===== src/logic/pwm_ctrl_pkg.sv =====
package pwm_ctrl_pkg;

  // Structure of the counter array seen by this block
  localparam int CHANNELS = 3;
  localparam int CNT_W    = 16;
  localparam int BYTE_W   = 8;

  // Register offsets on the plain register port
  localparam logic [7:0] ADDR_CONTROL    = 8'h00;
  localparam logic [7:0] ADDR_EVT_STATUS = 8'h01;
  localparam logic [7:0] ADDR_EVT_MASK   = 8'h02;
  localparam logic [7:0] ADDR_CMP_BASE   = 8'h10;
  localparam logic [7:0] ADDR_CMP_LAST   = 8'h15;

  // Field positions of pwm_global_control
  localparam int BIT_BANK_SEL   = 7;
  localparam int BIT_IRQ_EN     = 6;
  localparam int BIT_CYCLE_OVERFLOW_FLAG       = 5;
  localparam int BIT_UNUSED     = 4;
  localparam int BIT_RELOAD_EN  = 3;
  localparam int CYCLE_LENGTH_SELECT_LSB      = 0;
  localparam int CYCLE_LENGTH_SELECT_W        = 3;

  // Field positions of the event status and mask registers
  localparam int EVT_W      = 2;
  localparam int EVT_CYCLE_OVERFLOW_FLAG   = 0;
  localparam int EVT_RELOAD = 1;

  // Reset values
  localparam logic [7:0]       CTRL_RESET   = 8'h00;
  localparam logic [EVT_W-1:0] EVT_RESET    = 2'h0;
  localparam logic [CNT_W-1:0] SLOT_RESET   = 16'h0000;

  // Cycle length of code zero; code k gives this plus k bits
  localparam logic [3:0]       BASE_CYCLE_BITS = 4'h8;
  localparam logic [CNT_W-1:0] FULL_COUNT      = 16'hffff;

endpackage


===== src/logic/channel_reload_slot.sv =====
`timescale 1ns/1ps

module channel_reload_slot
  import pwm_ctrl_pkg::*;
#(
  parameter int W = 16
) (
  input  wire logic              sys_clk,
  input  wire logic              sys_rst,
  input  wire logic              write_lo,
  input  wire logic              write_hi,
  input  wire logic              bank_select,
  input  wire logic [BYTE_W-1:0] write_byte,
  input  wire logic              reload,
  output logic      [W-1:0]      compare_value,
  output logic      [W-1:0]      reload_value
);

  logic [W-1:0] compare_reg;
  logic [W-1:0] compare_next;
  logic [W-1:0] reload_reg;
  logic [W-1:0] reload_next;

  // Bank select steers byte writes; a software write to the compare
  // bank beats a reload in the same cycle so the written value sticks
  always_comb begin
    compare_next = compare_reg;
    reload_next  = reload_reg;
    if (reload) begin
      compare_next = reload_reg;
    end
    if (bank_select) begin
      if (write_lo) begin
        reload_next[BYTE_W-1:0] = write_byte;
      end
      if (write_hi) begin
        reload_next[W-1:BYTE_W] = write_byte;
      end
    end else begin
      if (write_lo) begin
        compare_next[BYTE_W-1:0] = write_byte;
      end
      if (write_hi) begin
        compare_next[W-1:BYTE_W] = write_byte;
      end
    end
  end

  always_ff @(posedge sys_clk) begin
    if (sys_rst) begin
      compare_reg <= SLOT_RESET;
      reload_reg  <= SLOT_RESET;
    end else begin
      compare_reg <= compare_next;
      reload_reg  <= reload_next;
    end
  end

  assign compare_value = compare_reg;
  assign reload_value  = reload_reg;

endmodule


===== src/logic/pwm_cycle_length_reload_ctrl.sv =====
// Functional notes
// - Cycle overflow flag sets when the selected counter bit, 7 to 14, overflows.
// - The cycle length select field picks which counter bit drives the flag.
// - Flag set by hardware or software write; only software clears it.
// - Control bit 4 reads zero and ignores writes.
// - Reload enable set: counter overflow copies shadow values into compares.
// - Reload enable applies to every channel in 16-bit mode at once.
// - Reload enable clear (default): no automatic reload at all.
// - Three-bit field sets 8 to 15 bit period for non-16-bit channels.
// - Channels in 16-bit mode ignore the field and use full period.
// - Code k gives 8 plus k bits: 000 is 8, 111 is 15.
// - Irq enable set: flag set raises the interrupt; clear: only unmasked status events interrupt.
// - Bank select steers compare addresses to compare or shadow registers.
`timescale 1ns/1ps

module pwm_cycle_length_reload_ctrl
  import pwm_ctrl_pkg::*;
(
  input  wire logic                           sys_clk,
  input  wire logic                           sys_rst,
  input  wire logic [7:0]                     reg_addr,
  input  wire logic [BYTE_W-1:0]              reg_wdata,
  input  wire logic                           reg_write,
  input  wire logic                           reg_read,
  output logic      [BYTE_W-1:0]              reg_rdata,
  input  wire logic [CNT_W-1:0]               main_counter,
  input  wire logic                           counter_step,
  input  wire logic [CHANNELS-1:0]            chan_pwm16,
  output logic      [CHANNELS-1:0][CNT_W-1:0] compare_value,
  output logic      [CHANNELS-1:0]            cycle_wrap,
  output logic      [CNT_W-1:0]               cycle_mask,
  output logic                                irq
);

  logic [7:0]          ctrl_reg;
  logic [7:0]          ctrl_next;
  logic [EVT_W-1:0]    status_reg;
  logic [EVT_W-1:0]    status_next;
  logic [EVT_W-1:0]    mask_reg;
  logic [EVT_W-1:0]    mask_next;
  logic [BYTE_W-1:0]   rdata_reg;
  logic [BYTE_W-1:0]   rdata_next;
  logic [CHANNELS-1:0] wrap_reg;
  logic [CHANNELS-1:0] wrap_next;
  logic [CNT_W-1:0]    cmask_reg;
  logic [CNT_W-1:0]    cmask_next;

  logic [CYCLE_LENGTH_SELECT_W-1:0]  cycle_length_select;
  logic [3:0]          cycle_bits;
  logic [CNT_W-1:0]    low_mask;
  logic                cycle_overflow_flag_event;
  logic                full_overflow;
  logic                reload_en;
  logic                bank_sel;
  logic                irq_en;
  logic                cycle_overflow_flag;
  logic [CHANNELS-1:0] chan_reload;
  logic                ctrl_wr;
  logic                cmp_hit;
  logic [7:0]          cmp_off;
  logic [1:0]          cmp_chan;
  logic                cmp_high;
  logic [CHANNELS-1:0] cmp_wr_lo;
  logic [CHANNELS-1:0] cmp_wr_hi;
  logic [CHANNELS-1:0][CNT_W-1:0] reload_value;

  // Field views of the control register
  assign cycle_length_select     = ctrl_reg[CYCLE_LENGTH_SELECT_LSB +: CYCLE_LENGTH_SELECT_W];
  assign reload_en = ctrl_reg[BIT_RELOAD_EN];
  assign bank_sel  = ctrl_reg[BIT_BANK_SEL];
  assign irq_en    = ctrl_reg[BIT_IRQ_EN];
  assign cycle_overflow_flag      = ctrl_reg[BIT_CYCLE_OVERFLOW_FLAG];
  assign ctrl_wr   = reg_write && (reg_addr == ADDR_CONTROL);

  // Code k selects 8 plus k bits of cycle length
  assign cycle_bits = BASE_CYCLE_BITS + {1'b0, cycle_length_select};

  // Mask of the low N counter bits for the selected cycle length
  always_comb begin
    low_mask = '0;
    for (int i = 0; i < CNT_W; i++) begin
      low_mask[i] = (i < int'(cycle_bits));
    end
  end

  // Counter steps past all ones in the low N bits: carry out of bit N-1.
  // The counter itself lives outside; step marks its increment edge.
  assign cycle_overflow_flag_event = counter_step &&
                      ((main_counter & low_mask) == low_mask);
  assign full_overflow = counter_step && (main_counter == FULL_COUNT);

  // One global enable gates the reload of every 16-bit channel
  always_comb begin
    for (int c = 0; c < CHANNELS; c++) begin
      chan_reload[c] = reload_en && full_overflow && chan_pwm16[c];
    end
  end

  // Compare window decode: two bytes per channel, low byte first
  assign cmp_hit  = (reg_addr >= ADDR_CMP_BASE) &&
                    (reg_addr <= ADDR_CMP_LAST);
  assign cmp_off  = reg_addr - ADDR_CMP_BASE;
  assign cmp_chan = cmp_off[2:1];
  assign cmp_high = cmp_off[0];

  always_comb begin
    for (int c = 0; c < CHANNELS; c++) begin
      cmp_wr_lo[c] = reg_write && cmp_hit && !cmp_high &&
                     (cmp_chan == 2'(c));
      cmp_wr_hi[c] = reg_write && cmp_hit && cmp_high &&
                     (cmp_chan == 2'(c));
    end
  end

  // Control register: bit 4 is never stored; the flag set wins over a
  // software clear in the same cycle so no overflow is ever lost
  always_comb begin
    ctrl_next = ctrl_reg;
    if (ctrl_wr) begin
      ctrl_next = reg_wdata;
      ctrl_next[BIT_UNUSED] = 1'b0;
    end
    if (cycle_overflow_flag_event) begin
      ctrl_next[BIT_CYCLE_OVERFLOW_FLAG] = 1'b1;
    end
  end

  // Event status is write one to clear; new events win over the clear
  always_comb begin
    status_next = status_reg;
    mask_next   = mask_reg;
    if (reg_write && (reg_addr == ADDR_EVT_STATUS)) begin
      status_next = status_reg & ~reg_wdata[EVT_W-1:0];
    end
    if (reg_write && (reg_addr == ADDR_EVT_MASK)) begin
      mask_next = reg_wdata[EVT_W-1:0];
    end
    if (cycle_overflow_flag_event) begin
      status_next[EVT_CYCLE_OVERFLOW_FLAG] = 1'b1;
    end
    if (|chan_reload) begin
      status_next[EVT_RELOAD] = 1'b1;
    end
  end

  // Read data stand in the cycle after the strobe only; unmapped reads 0
  always_comb begin
    rdata_next = '0;
    if (reg_read) begin
      if (reg_addr == ADDR_CONTROL) begin
        rdata_next = ctrl_reg;
        rdata_next[BIT_UNUSED] = 1'b0;
      end else if (reg_addr == ADDR_EVT_STATUS) begin
        rdata_next = {{(BYTE_W-EVT_W){1'b0}}, status_reg};
      end else if (reg_addr == ADDR_EVT_MASK) begin
        rdata_next = {{(BYTE_W-EVT_W){1'b0}}, mask_reg};
      end else if (cmp_hit) begin
        for (int c = 0; c < CHANNELS; c++) begin
          if (cmp_chan == 2'(c)) begin
            if (bank_sel) begin
              rdata_next = cmp_high ? reload_value[c][CNT_W-1:BYTE_W]
                                    : reload_value[c][BYTE_W-1:0];
            end else begin
              rdata_next = cmp_high ? compare_value[c][CNT_W-1:BYTE_W]
                                    : compare_value[c][BYTE_W-1:0];
            end
          end
        end
      end
    end
  end

  // Per-channel period end: 16-bit channels ignore the length field
  always_comb begin
    cmask_next = low_mask;
    for (int c = 0; c < CHANNELS; c++) begin
      wrap_next[c] = chan_pwm16[c] ? full_overflow : cycle_overflow_flag_event;
    end
  end

  always_ff @(posedge sys_clk) begin
    if (sys_rst) begin
      ctrl_reg   <= CTRL_RESET;
      status_reg <= EVT_RESET;
      mask_reg   <= EVT_RESET;
      rdata_reg  <= '0;
      wrap_reg   <= '0;
      cmask_reg  <= '0;
    end else begin
      ctrl_reg   <= ctrl_next;
      status_reg <= status_next;
      mask_reg   <= mask_next;
      rdata_reg  <= rdata_next;
      wrap_reg   <= wrap_next;
      cmask_reg  <= cmask_next;
    end
  end

  // Compare and shadow pair of each channel
  for (genvar g = 0; g < CHANNELS; g++) begin : g_slot
    channel_reload_slot #(
      .W (CNT_W)
    ) u_slot (
      .sys_clk       (sys_clk),
      .sys_rst       (sys_rst),
      .write_lo      (cmp_wr_lo[g]),
      .write_hi      (cmp_wr_hi[g]),
      .bank_select   (bank_sel),
      .write_byte    (reg_wdata),
      .reload        (chan_reload[g]),
      .compare_value (compare_value[g]),
      .reload_value  (reload_value[g])
    );
  end

  assign reg_rdata  = rdata_reg;
  assign cycle_wrap = wrap_reg;
  assign cycle_mask = cmask_reg;

  // Level interrupt from registered state only, so it never glitches
  assign irq = (cycle_overflow_flag && irq_en) || |(status_reg & mask_reg);

  // Flag and status: hardware sets, only software clears
  chk_flag_sets: assert property (
    @(posedge sys_clk) disable iff (sys_rst)
    cycle_overflow_flag_event |=> cycle_overflow_flag)
    else $error("cycle overflow flag not set after event");

  chk_flag_bit_pick: assert property (
    @(posedge sys_clk) disable iff (sys_rst)
    (counter_step && !ctrl_wr &&
     main_counter[int'(cycle_bits)-1 -: 1] == 1'b0) |=> !$rose(cycle_overflow_flag))
    else $error("flag rose while selected bit was not carrying");

  chk_flag_sticky: assert property (
    @(posedge sys_clk) disable iff (sys_rst)
    $fell(cycle_overflow_flag) |-> $past(ctrl_wr) && !$past(reg_wdata[BIT_CYCLE_OVERFLOW_FLAG]))
    else $error("cycle overflow flag cleared without software write");

  chk_set_beats_clear: assert property (
    @(posedge sys_clk) disable iff (sys_rst)
    (cycle_overflow_flag_event && ctrl_wr) |=> cycle_overflow_flag)
    else $error("overflow lost to a software clear");

  chk_soft_set: assert property (
    @(posedge sys_clk) disable iff (sys_rst)
    (ctrl_wr && reg_wdata[BIT_CYCLE_OVERFLOW_FLAG]) |=> cycle_overflow_flag)
    else $error("software write of one did not set the flag");

  chk_status_cycle_overflow_flag: assert property (
    @(posedge sys_clk) disable iff (sys_rst)
    cycle_overflow_flag_event |=> status_reg[EVT_CYCLE_OVERFLOW_FLAG])
    else $error("overflow event not recorded in status");

  chk_status_clear: assert property (
    @(posedge sys_clk) disable iff (sys_rst)
    (reg_write && reg_addr == ADDR_EVT_STATUS && reg_wdata[EVT_CYCLE_OVERFLOW_FLAG] &&
     !cycle_overflow_flag_event) |=> !status_reg[EVT_CYCLE_OVERFLOW_FLAG])
    else $error("status bit not cleared by writing one");

  chk_unused_zero: assert property (
    @(posedge sys_clk) disable iff (sys_rst)
    (reg_read && reg_addr == ADDR_CONTROL) |=> !reg_rdata[BIT_UNUSED])
    else $error("unused control bit read as one");

  // Reload of the 16-bit channels
  chk_reload_copy: assert property (
    @(posedge sys_clk) disable iff (sys_rst)
    (chan_reload[0] && !cmp_wr_lo[0] && !cmp_wr_hi[0])
    |=> compare_value[0] == $past(reload_value[0]))
    else $error("reload did not copy shadow into compare");

  chk_reload_status: assert property (
    @(posedge sys_clk) disable iff (sys_rst)
    (|chan_reload) |=> status_reg[EVT_RELOAD])
    else $error("reload not recorded in status");

  chk_reload_all: assert property (
    @(posedge sys_clk) disable iff (sys_rst)
    (reload_en && full_overflow) |-> chan_reload == chan_pwm16)
    else $error("reload not applied to every 16-bit channel");

  chk_reload_off: assert property (
    @(posedge sys_clk) disable iff (sys_rst)
    (!reload_en && !(|cmp_wr_lo) && !(|cmp_wr_hi))
    |=> $stable(compare_value))
    else $error("compare changed with reload disabled");

  // Period length and per-channel wrap
  chk_wrap_short: assert property (
    @(posedge sys_clk) disable iff (sys_rst)
    (!chan_pwm16[1] && cycle_overflow_flag_event) |=> cycle_wrap[1])
    else $error("short cycle wrap missing");

  chk_mask_range: assert property (
    @(posedge sys_clk) disable iff (sys_rst)
    !sys_rst |=> (&cycle_mask[BYTE_W-1:0]) && !cycle_mask[CNT_W-1])
    else $error("cycle length outside 8 to 15 bits");

  chk_wrap_full: assert property (
    @(posedge sys_clk) disable iff (sys_rst)
    (chan_pwm16[2] && !full_overflow) |=> !cycle_wrap[2])
    else $error("16-bit channel wrapped before full count");

  chk_wide_ignores_len: assert property (
    @(posedge sys_clk) disable iff (sys_rst)
    (chan_pwm16[0] && cycle_overflow_flag_event && !full_overflow)
    |=> !cycle_wrap[0])
    else $error("16-bit channel followed the length field");

  chk_length_code: assert property (
    @(posedge sys_clk) disable iff (sys_rst)
    !sys_rst |=> cycle_mask == 16'((32'h1 << (32'($past(cycle_length_select)) +
                 32'(BASE_CYCLE_BITS))) - 32'h1))
    else $error("cycle length does not match code plus eight");

  // Interrupt line and bank steering
  chk_irq_raise: assert property (
    @(posedge sys_clk) disable iff (sys_rst)
    (irq_en && cycle_overflow_flag_event && !ctrl_wr) |=> irq ##1
    (irq || $past(ctrl_wr)))
    else $error("interrupt not raised for enabled overflow");

  chk_irq_masked: assert property (
    @(posedge sys_clk) disable iff (sys_rst)
    (!irq_en && !(|(status_reg & mask_reg))) |-> !irq)
    else $error("interrupt raised while disabled");

  chk_bank_read: assert property (
    @(posedge sys_clk) disable iff (sys_rst)
    (reg_read && reg_addr == ADDR_CMP_BASE && bank_sel)
    |=> reg_rdata == $past(reload_value[0][BYTE_W-1:0]))
    else $error("shadow bank read returned wrong byte");

  chk_cmp_read: assert property (
    @(posedge sys_clk) disable iff (sys_rst)
    (reg_read && reg_addr == ADDR_CMP_BASE && !bank_sel)
    |=> reg_rdata == $past(compare_value[0][BYTE_W-1:0]))
    else $error("compare bank read returned wrong byte");

  chk_shadow_write: assert property (
    @(posedge sys_clk) disable iff (sys_rst)
    (cmp_wr_lo[0] && bank_sel && !chan_reload[0])
    |=> $stable(compare_value[0]))
    else $error("shadow bank write reached the compare register");

  // Main scenarios
  cov_reload: cover property (@(posedge sys_clk) disable iff (sys_rst)
    chan_reload[0] ##1 cycle_wrap[0]);
  cov_short_irq: cover property (@(posedge sys_clk) disable iff (sys_rst)
    (cycle_length_select == 3'h7) && cycle_overflow_flag_event ##1 irq);
  cov_set_clear: cover property (@(posedge sys_clk) disable iff (sys_rst)
    cycle_overflow_flag_event && ctrl_wr && !reg_wdata[BIT_CYCLE_OVERFLOW_FLAG]);
  cov_shadow_write: cover property (@(posedge sys_clk) disable iff (sys_rst)
    bank_sel && (|cmp_wr_hi));
  cov_wide_skip: cover property (@(posedge sys_clk) disable iff (sys_rst)
    chan_pwm16[0] && cycle_overflow_flag_event && !full_overflow);

endmodule


===== config.mk =====
export PLATFORM = sky130hd
export DESIGN_NAME = pwm_cycle_length_reload_ctrl
export DESIGN_NICKNAME = d
export VERILOG_FILES = /design/src/logic/pwm_ctrl_pkg.sv /design/src/logic/channel_reload_slot.sv /design/src/logic/pwm_cycle_length_reload_ctrl.sv
export SDC_FILE = /design/constraint.sdc
export NUM_CORES = 1
export LEC_CHECK = 0
export BUFFER_PORTS_ARGS = -buffer_cell sky130_fd_sc_hd__buf_2
export CAP_MARGIN = 20
export CORE_MARGIN = 2
export CORE_UTILIZATION = 30
export CTS_CLUSTER_DIAMETER = 40
export DETAILED_ROUTE_END_ITERATION = 6
export PLACE_DENSITY = 0.56
export SYNTH_ARGS = -nofsm -noshare
export SYNTH_HDL_FRONTEND = slang
export SYNTH_SLANG_ARGS = --single-unit

===== constraint.sdc =====
create_clock -name sys_clk -period 2.8 [get_ports sys_clk]
set_input_delay 0.7 -clock sys_clk [delete_from_list [all_inputs] [get_ports sys_clk]]
set_output_delay 0.7 -clock sys_clk [all_outputs]
set_load 0.02 [all_outputs]

# Yosys cells after proc, flatten, opt, wreduce, memory -nomap -nowiden
# Index checks and enable logic that the tools add are counted.
[word_totals]
regBits = 134
inputBits = 40
output_inout_bits = 76
[op_classes]
addsub = 2
magnitude_cmp = 17
n_eq_ne = 6
mux = 36
bitwise_logic = 6
n_reduce_logical = 37
[op_table]
columns = ["operator", "n"]
rows = [
  ["two-way mux 8 bit", 22],
  ["two-way mux 16 bit", 6],
  ["less-than comparator 4 bit, first input constant", 7],
  ["logical AND 1 bit", 20],
  ["bitwise AND 16 x 15 -> 16 bit", 1],
  ["equality test 16 x 15 -> 1 bit", 1],
  ["equality test 16 bit, second input constant", 1],
  ["less-than comparator 3 x 4 -> 1 bit, first input constant", 4],
  ["AND reduction 2 bit", 6],
  ["equality test 8 x 1 -> 1 bit, second input constant", 1],
  ["equality test 8 x 2 -> 1 bit, second input constant", 1],
  ["greater-or-equal comparator 8 x 5 -> 1 bit, second input constant", 1],
  ["<= comparator 8 x 5 -> 1 bit, second input constant", 1],
  ["zero test 8 bit", 1],
  ["less-than comparator 1 x 4 -> 1 bit, first input constant", 2],
  ["less-than comparator 2 x 4 -> 1 bit, first input constant", 2],
  ["two-way mux 1 bit", 6],
  ["two-way mux 6 bit", 1],
  ["nonzero test 2 bit", 3],
  ["OR reduction 6 bit", 1],
  ["adder 4 x 3 -> 4 bit, first input constant", 1],
  ["bitwise AND 2 bit", 2],
  ["OR reduction 2 bit", 2],
  ["OR reduction 3 bit", 1],
  ["9 further kinds", 10],
]

# Depth between registers and ports, before layout
[logic_depth]
word_depth = 10
depth_mapped = 8

# Cells and area by module
# A second synthesis with hierarchy kept.
[hier_totals]
hier_cells = 662
hier_area_um2 = 6767.7
[by_module_without_submodules]
columns = ["mod", "instances", "cells_each", "area_each_um2", "seq_area_each_um2"]
rows = [
  ["channel_reload_slot", 3, 146, 1511.4, 640.6],
  ["pwm_cycle_length_reload_ctrl", 1, 224, 2233.4, 600.6],
]

# Worst setup path after synthesis
# OpenSTA, ideal clock, no wires.
[synth_path]
path_kind = "input to register"
start = "in reg_addr[3]"
end = "reg rdata_reg[0], in the netlist reg_rdata[0]"
setup_time_ns = 0.128
arrival_time_ns = 2.068
slack_ns = 0.603
cell_stages = 4
n_path_buf = 0
cell_sequence = "or4_4 or4_4 o221ai_1 o32ai_1"
[synth_between]
elab_chain_cells = 6
[synth_lines]
columns = ["element", "line_no", "source"]
rows = [
  ["start, declared", "pwm_cycle_length_reload_ctrl.sv:21", "input wire logic [7:0] reg_addr,"],
  ["greater-or-equal comparator 8 x 5 -> 1 bit or <= comparator 8 x 5 -> 1 bit (tied branches)", "pwm_cycle_length_reload_ctrl.sv:100, pwm_cycle_length_reload_ctrl.sv:101", ""],
  ["logical AND 1 bit", "pwm_cycle_length_reload_ctrl.sv:100", "assign cmp_hit = (reg_addr >= ADDR_CMP_BASE) &&"],
  ["two-way mux 8 bit", "pwm_cycle_length_reload_ctrl.sv:157", "end else if (cmp_hit) begin"],
  ["two-way mux 8 bit", "pwm_cycle_length_reload_ctrl.sv:155", "end else if (reg_addr == ADDR_EVT_MASK) begin"],
  ["two-way mux 8 bit", "pwm_cycle_length_reload_ctrl.sv:153", "end else if (reg_addr == ADDR_EVT_STATUS) begin"],
  ["two-way mux 8 bit (*)", "pwm_cycle_length_reload_ctrl.sv:150", "if (reg_addr == ADDR_CONTROL) begin"],
  ["end signal, assigned", "pwm_cycle_length_reload_ctrl.sv:193", "rdata_reg <= rdata_next;"],
  ["end, declared", "pwm_cycle_length_reload_ctrl.sv:41", "logic [BYTE_W-1:0] rdata_reg;"],
]
# Mark *: on every way between the ends. The rest lies on a longest branch, timed or not.
# A chain may end at the register's enable or synchronous reset.

# Worst setup path after layout
[layout_path]
start = "in reg_addr[3]"
end = "reg g_slot[2].u_slot.compare_reg[9]"
[layout_between]
elab_chain_cells = 7
[layout_lines]
columns = ["element", "line_no", "source"]
rows = [
  ["greater-or-equal comparator 8 x 5 -> 1 bit or <= comparator 8 x 5 -> 1 bit (tied branches)", "pwm_cycle_length_reload_ctrl.sv:100, pwm_cycle_length_reload_ctrl.sv:101", ""],
  ["logical AND 1 bit (*)", "pwm_cycle_length_reload_ctrl.sv:100", ""],
  ["logical AND 1 bit (*) (3 in a row)", "pwm_cycle_length_reload_ctrl.sv:110", "cmp_wr_hi[c] = reg_write && cmp_hit && cmp_high &&"],
  ["two-way mux 8 bit (*)", "channel_reload_slot.sv:43", "if (write_hi) begin"],
  ["two-way mux 16 bit (*)", "channel_reload_slot.sv:32", "if (bank_select) begin"],
  ["end signal, assigned", "channel_reload_slot.sv:54", "compare_reg <= compare_next;"],
  ["end, declared", "channel_reload_slot.sv:19", "logic [W-1:0] compare_reg;"],
]
# Marks and branches as above.

==> results.sh <==
export IMPL_drt_iter0_drc=323
export IMPL_vias_per_cell=5.15
export IMPL_row_count=51
export IMPL_routed_wl_mm=18.5
export IMPL_worstSetupPathType="input pin to flop"
export IMPL_cts_tree="yes"
export IMPL_first_global_vias=4927
export IMPL_place_hpwl_mm=13.2
export IMPL_initial_core_util_pct=30.8
export IMPL_async_reset_ff_share_pct=0
export IMPL_grt_max_degree=50
export IMPL_critPathLaunchType="input pin"
export IMPL_end_kind="flop"
export IMPL_dp_slack_ns=0.233
export IMPL_yosysMostFrequentCell="dfxtp_1"
export IMPL_grt_pass1_wl_mm=29.1
export IMPL_path_cells="buf_2 > or4_4 > nor2_4 > nand2_1 > nor2_1 > a211oi_1"
export IMPL_fin_setup_tns_ns=0
export IMPL_portBuffers=114
export IMPL_drtPass1Iterations=4
export IMPL_coreArea_um2=19600
export IMPL_final_setup_skew_ns=0.0124
export IMPL_overflow=0
export IMPL_antenna_found_initial=0
export IMPL_maxSlewViolCount=0
export IMPL_synth_top_area_share_pct=41.8
export IMPL_syn2layout_area_growth_pct=22.5
export IMPL_placed_cell_area_um2=6790
export IMPL_post_route_period_util_pct=77.2
export IMPL_period_needed_ns=2.16
export IMPL_p_leak_nw=3.33
export IMPL_synth_edff_count=0
export IMPL_crit_arrival_ns=2.42
export IMPL_drive_gt1_share_pct=25.7
export IMPL_clock_sinks=126
export IMPL_syn_area_um2=6030
export IMPL_synth_area_leaders="dfxtp_1 (42%), mux2i_1 (20%), nor2_1 (5.7%)"
export IMPL_htreeDepth=4
export IMPL_crit_buf_inv=1
export IMPL_ios=116
export IMPL_via_count=5109
export IMPL_ctsHoldBuffers=0
export IMPL_gp_congestion=0.844
export IMPL_cap_violations=0
export IMPL_hp_class="flop to flop"
export IMPL_syn_inst=621
export IMPL_route_detailed_drc=0
export IMPL_status="completed"
export IMPL_power_density_nw_per_um2=577
export IMPL_grt_usage_pct=17.6
export IMPL_ys_ff_latch=126
export IMPL_clk_transition_reported_paths_ns=0.06
export IMPL_cts_resized=0
export IMPL_max_slew_margin_pct=57.8
export IMPL_final_cell_area_um2=7390
export IMPL_cpMaxStageDelayCell="or4_4"
export IMPL_synth_nets=661
export IMPL_wire_per_inst_um=18.6
export IMPL_tightest_slew_ns=0.631
export IMPL_slowest_delay_ns=0.62
export IMPL_die_w_um=146
export IMPL_timing_fmax_ghz=0.463
export IMPL_cts_buffer_depth=2
export IMPL_regToRegSetupSlack_ns=0.85
export IMPL_antenna_left=0
export IMPL_post_cts_setup_buffers=0
export IMPL_cts_made_buffers=17
export IMPL_yosysWarnings=0
export IMPL_vdd_drop_max_v=0.000303
export IMPL_dieHeight_um=146
export IMPL_postLayoutSetupSlackWorst_ns=0.640
export IMPL_yosys_area_top_type="dfxtp_1"
export IMPL_cts_root_buf="clkbuf_16"
export IMPL_cp_max_fo=16
export IMPL_ys_types=57
export IMPL_holdWs_ns=0.465
export IMPL_synth_ff_type="dfxtp_1"
export IMPL_critPathTopFamily="simple AND/OR/NAND/NOR gates"
export IMPL_grt_setup_unrepaired="false"
export IMPL_ys_seq_area_share_pct=41.8
export IMPL_setup_violations=0
export IMPL_die_area_um2=21200
export IMPL_power_mw=4.26
export IMPL_synth_common_cells="dfxtp_1 (126), mux2i_1 (121), nor2_1 (92)"
export IMPL_antenna_cells=0
export IMPL_clkLatencyLatePin_ns=0.42
export IMPL_nNetsFinal=756
export IMPL_syn_avg_cell_area_um2=9.71
export IMPL_cp_data_required_time_ns=3.06
export IMPL_hold_viol=0
## metrics by stage
step / util [%] / instances
2_1_floorplan: - / 621
3_3_place_gp: 34.6 / 962
3_5_place_dp: 34.6 / 962
4_1_cts: 37.7 / 992
5_1_grt: 37.7 / 992
6_report: 37.7 / 992
## final cells by class
| cell class | instances | area, um2 |
|---|---|---|
| fill | 1999 | 12200 |
| multi-input combinational | 431 | 3180 |
| sequential | 126 | 2520 |
| timing repair buffer | 133 | 728 |
| clock buffer | 24 | 492 |
| tap | 265 | 332 |
| clock inverter | 6 | 108 |
| inverter | 7 | 26.3 |
## kinds of logic after synthesis
kind of cell,synth area share (%)
and+or+nand+nor,15.7
DFF,41.8
buffers and inverters,5.44
other,0.0622
AOI/OAI and AO/OA,12.4
muxes,24.6
## placed cells by master (no fill, tap or decap), types with 12 or more instances in the layout
| cell | instances |
|---|---|
| nor2_1 | 92 |
| a211oi_1 | 29 |
| a221oi_1 | 12 |
| buf_4 | 19 |
| a21oi_1 | 17 |
| nand2_1 | 43 |
| mux2i_1 | 121 |
| buf_2 | 113 |
| clkbuf_16 | 17 |
| a22oi_1 | 14 |
| dfxtp_1 | 126 |
## layer usage
layer  track usage [%]  vias up  share of wire [%]
li1                  -     2451                  -
met1              24.1     2453                 46
met2              26.7      179                 46
met3              4.14       26                5.5
met4              7.01        0                2.5
met5                 0        -                  0
## final timing paths
check	cells after the start	start	end
hold / removal	2	g_slot[2].u_slot.reload_value[4]$_SDFFE_PP0P_	g_slot[2].u_slot.reload_value[4]$_SDFFE_PP0P_
hold reg to reg	2	g_slot[2].u_slot.reload_value[4]$_SDFFE_PP0P_	g_slot[2].u_slot.reload_value[4]$_SDFFE_PP0P_
setup reg to reg	5	ctrl_reg[7]$_SDFFE_PP0P_	reg_rdata[1]$_SDFF_PP0_
setup / recovery	6	reg_addr[3]	g_slot[2].u_slot.compare_value[9]$_SDFF_PP0_
## worst min-delay path, cell delays in order, from the launching register on
cell	delay [ns]
dfxtp_1	0.31
nand2_1	0.06
a21oi_1	0.05
## report_power, final
| part | switching [mW] | internal [mW] |
|---|---|---|
| logic | 0.150 | 0.0627 |
| clock network | 0.769 | 1.48 |
| registers | 0.00272 | 1.80 |
(Power assumes the default switching activity.)
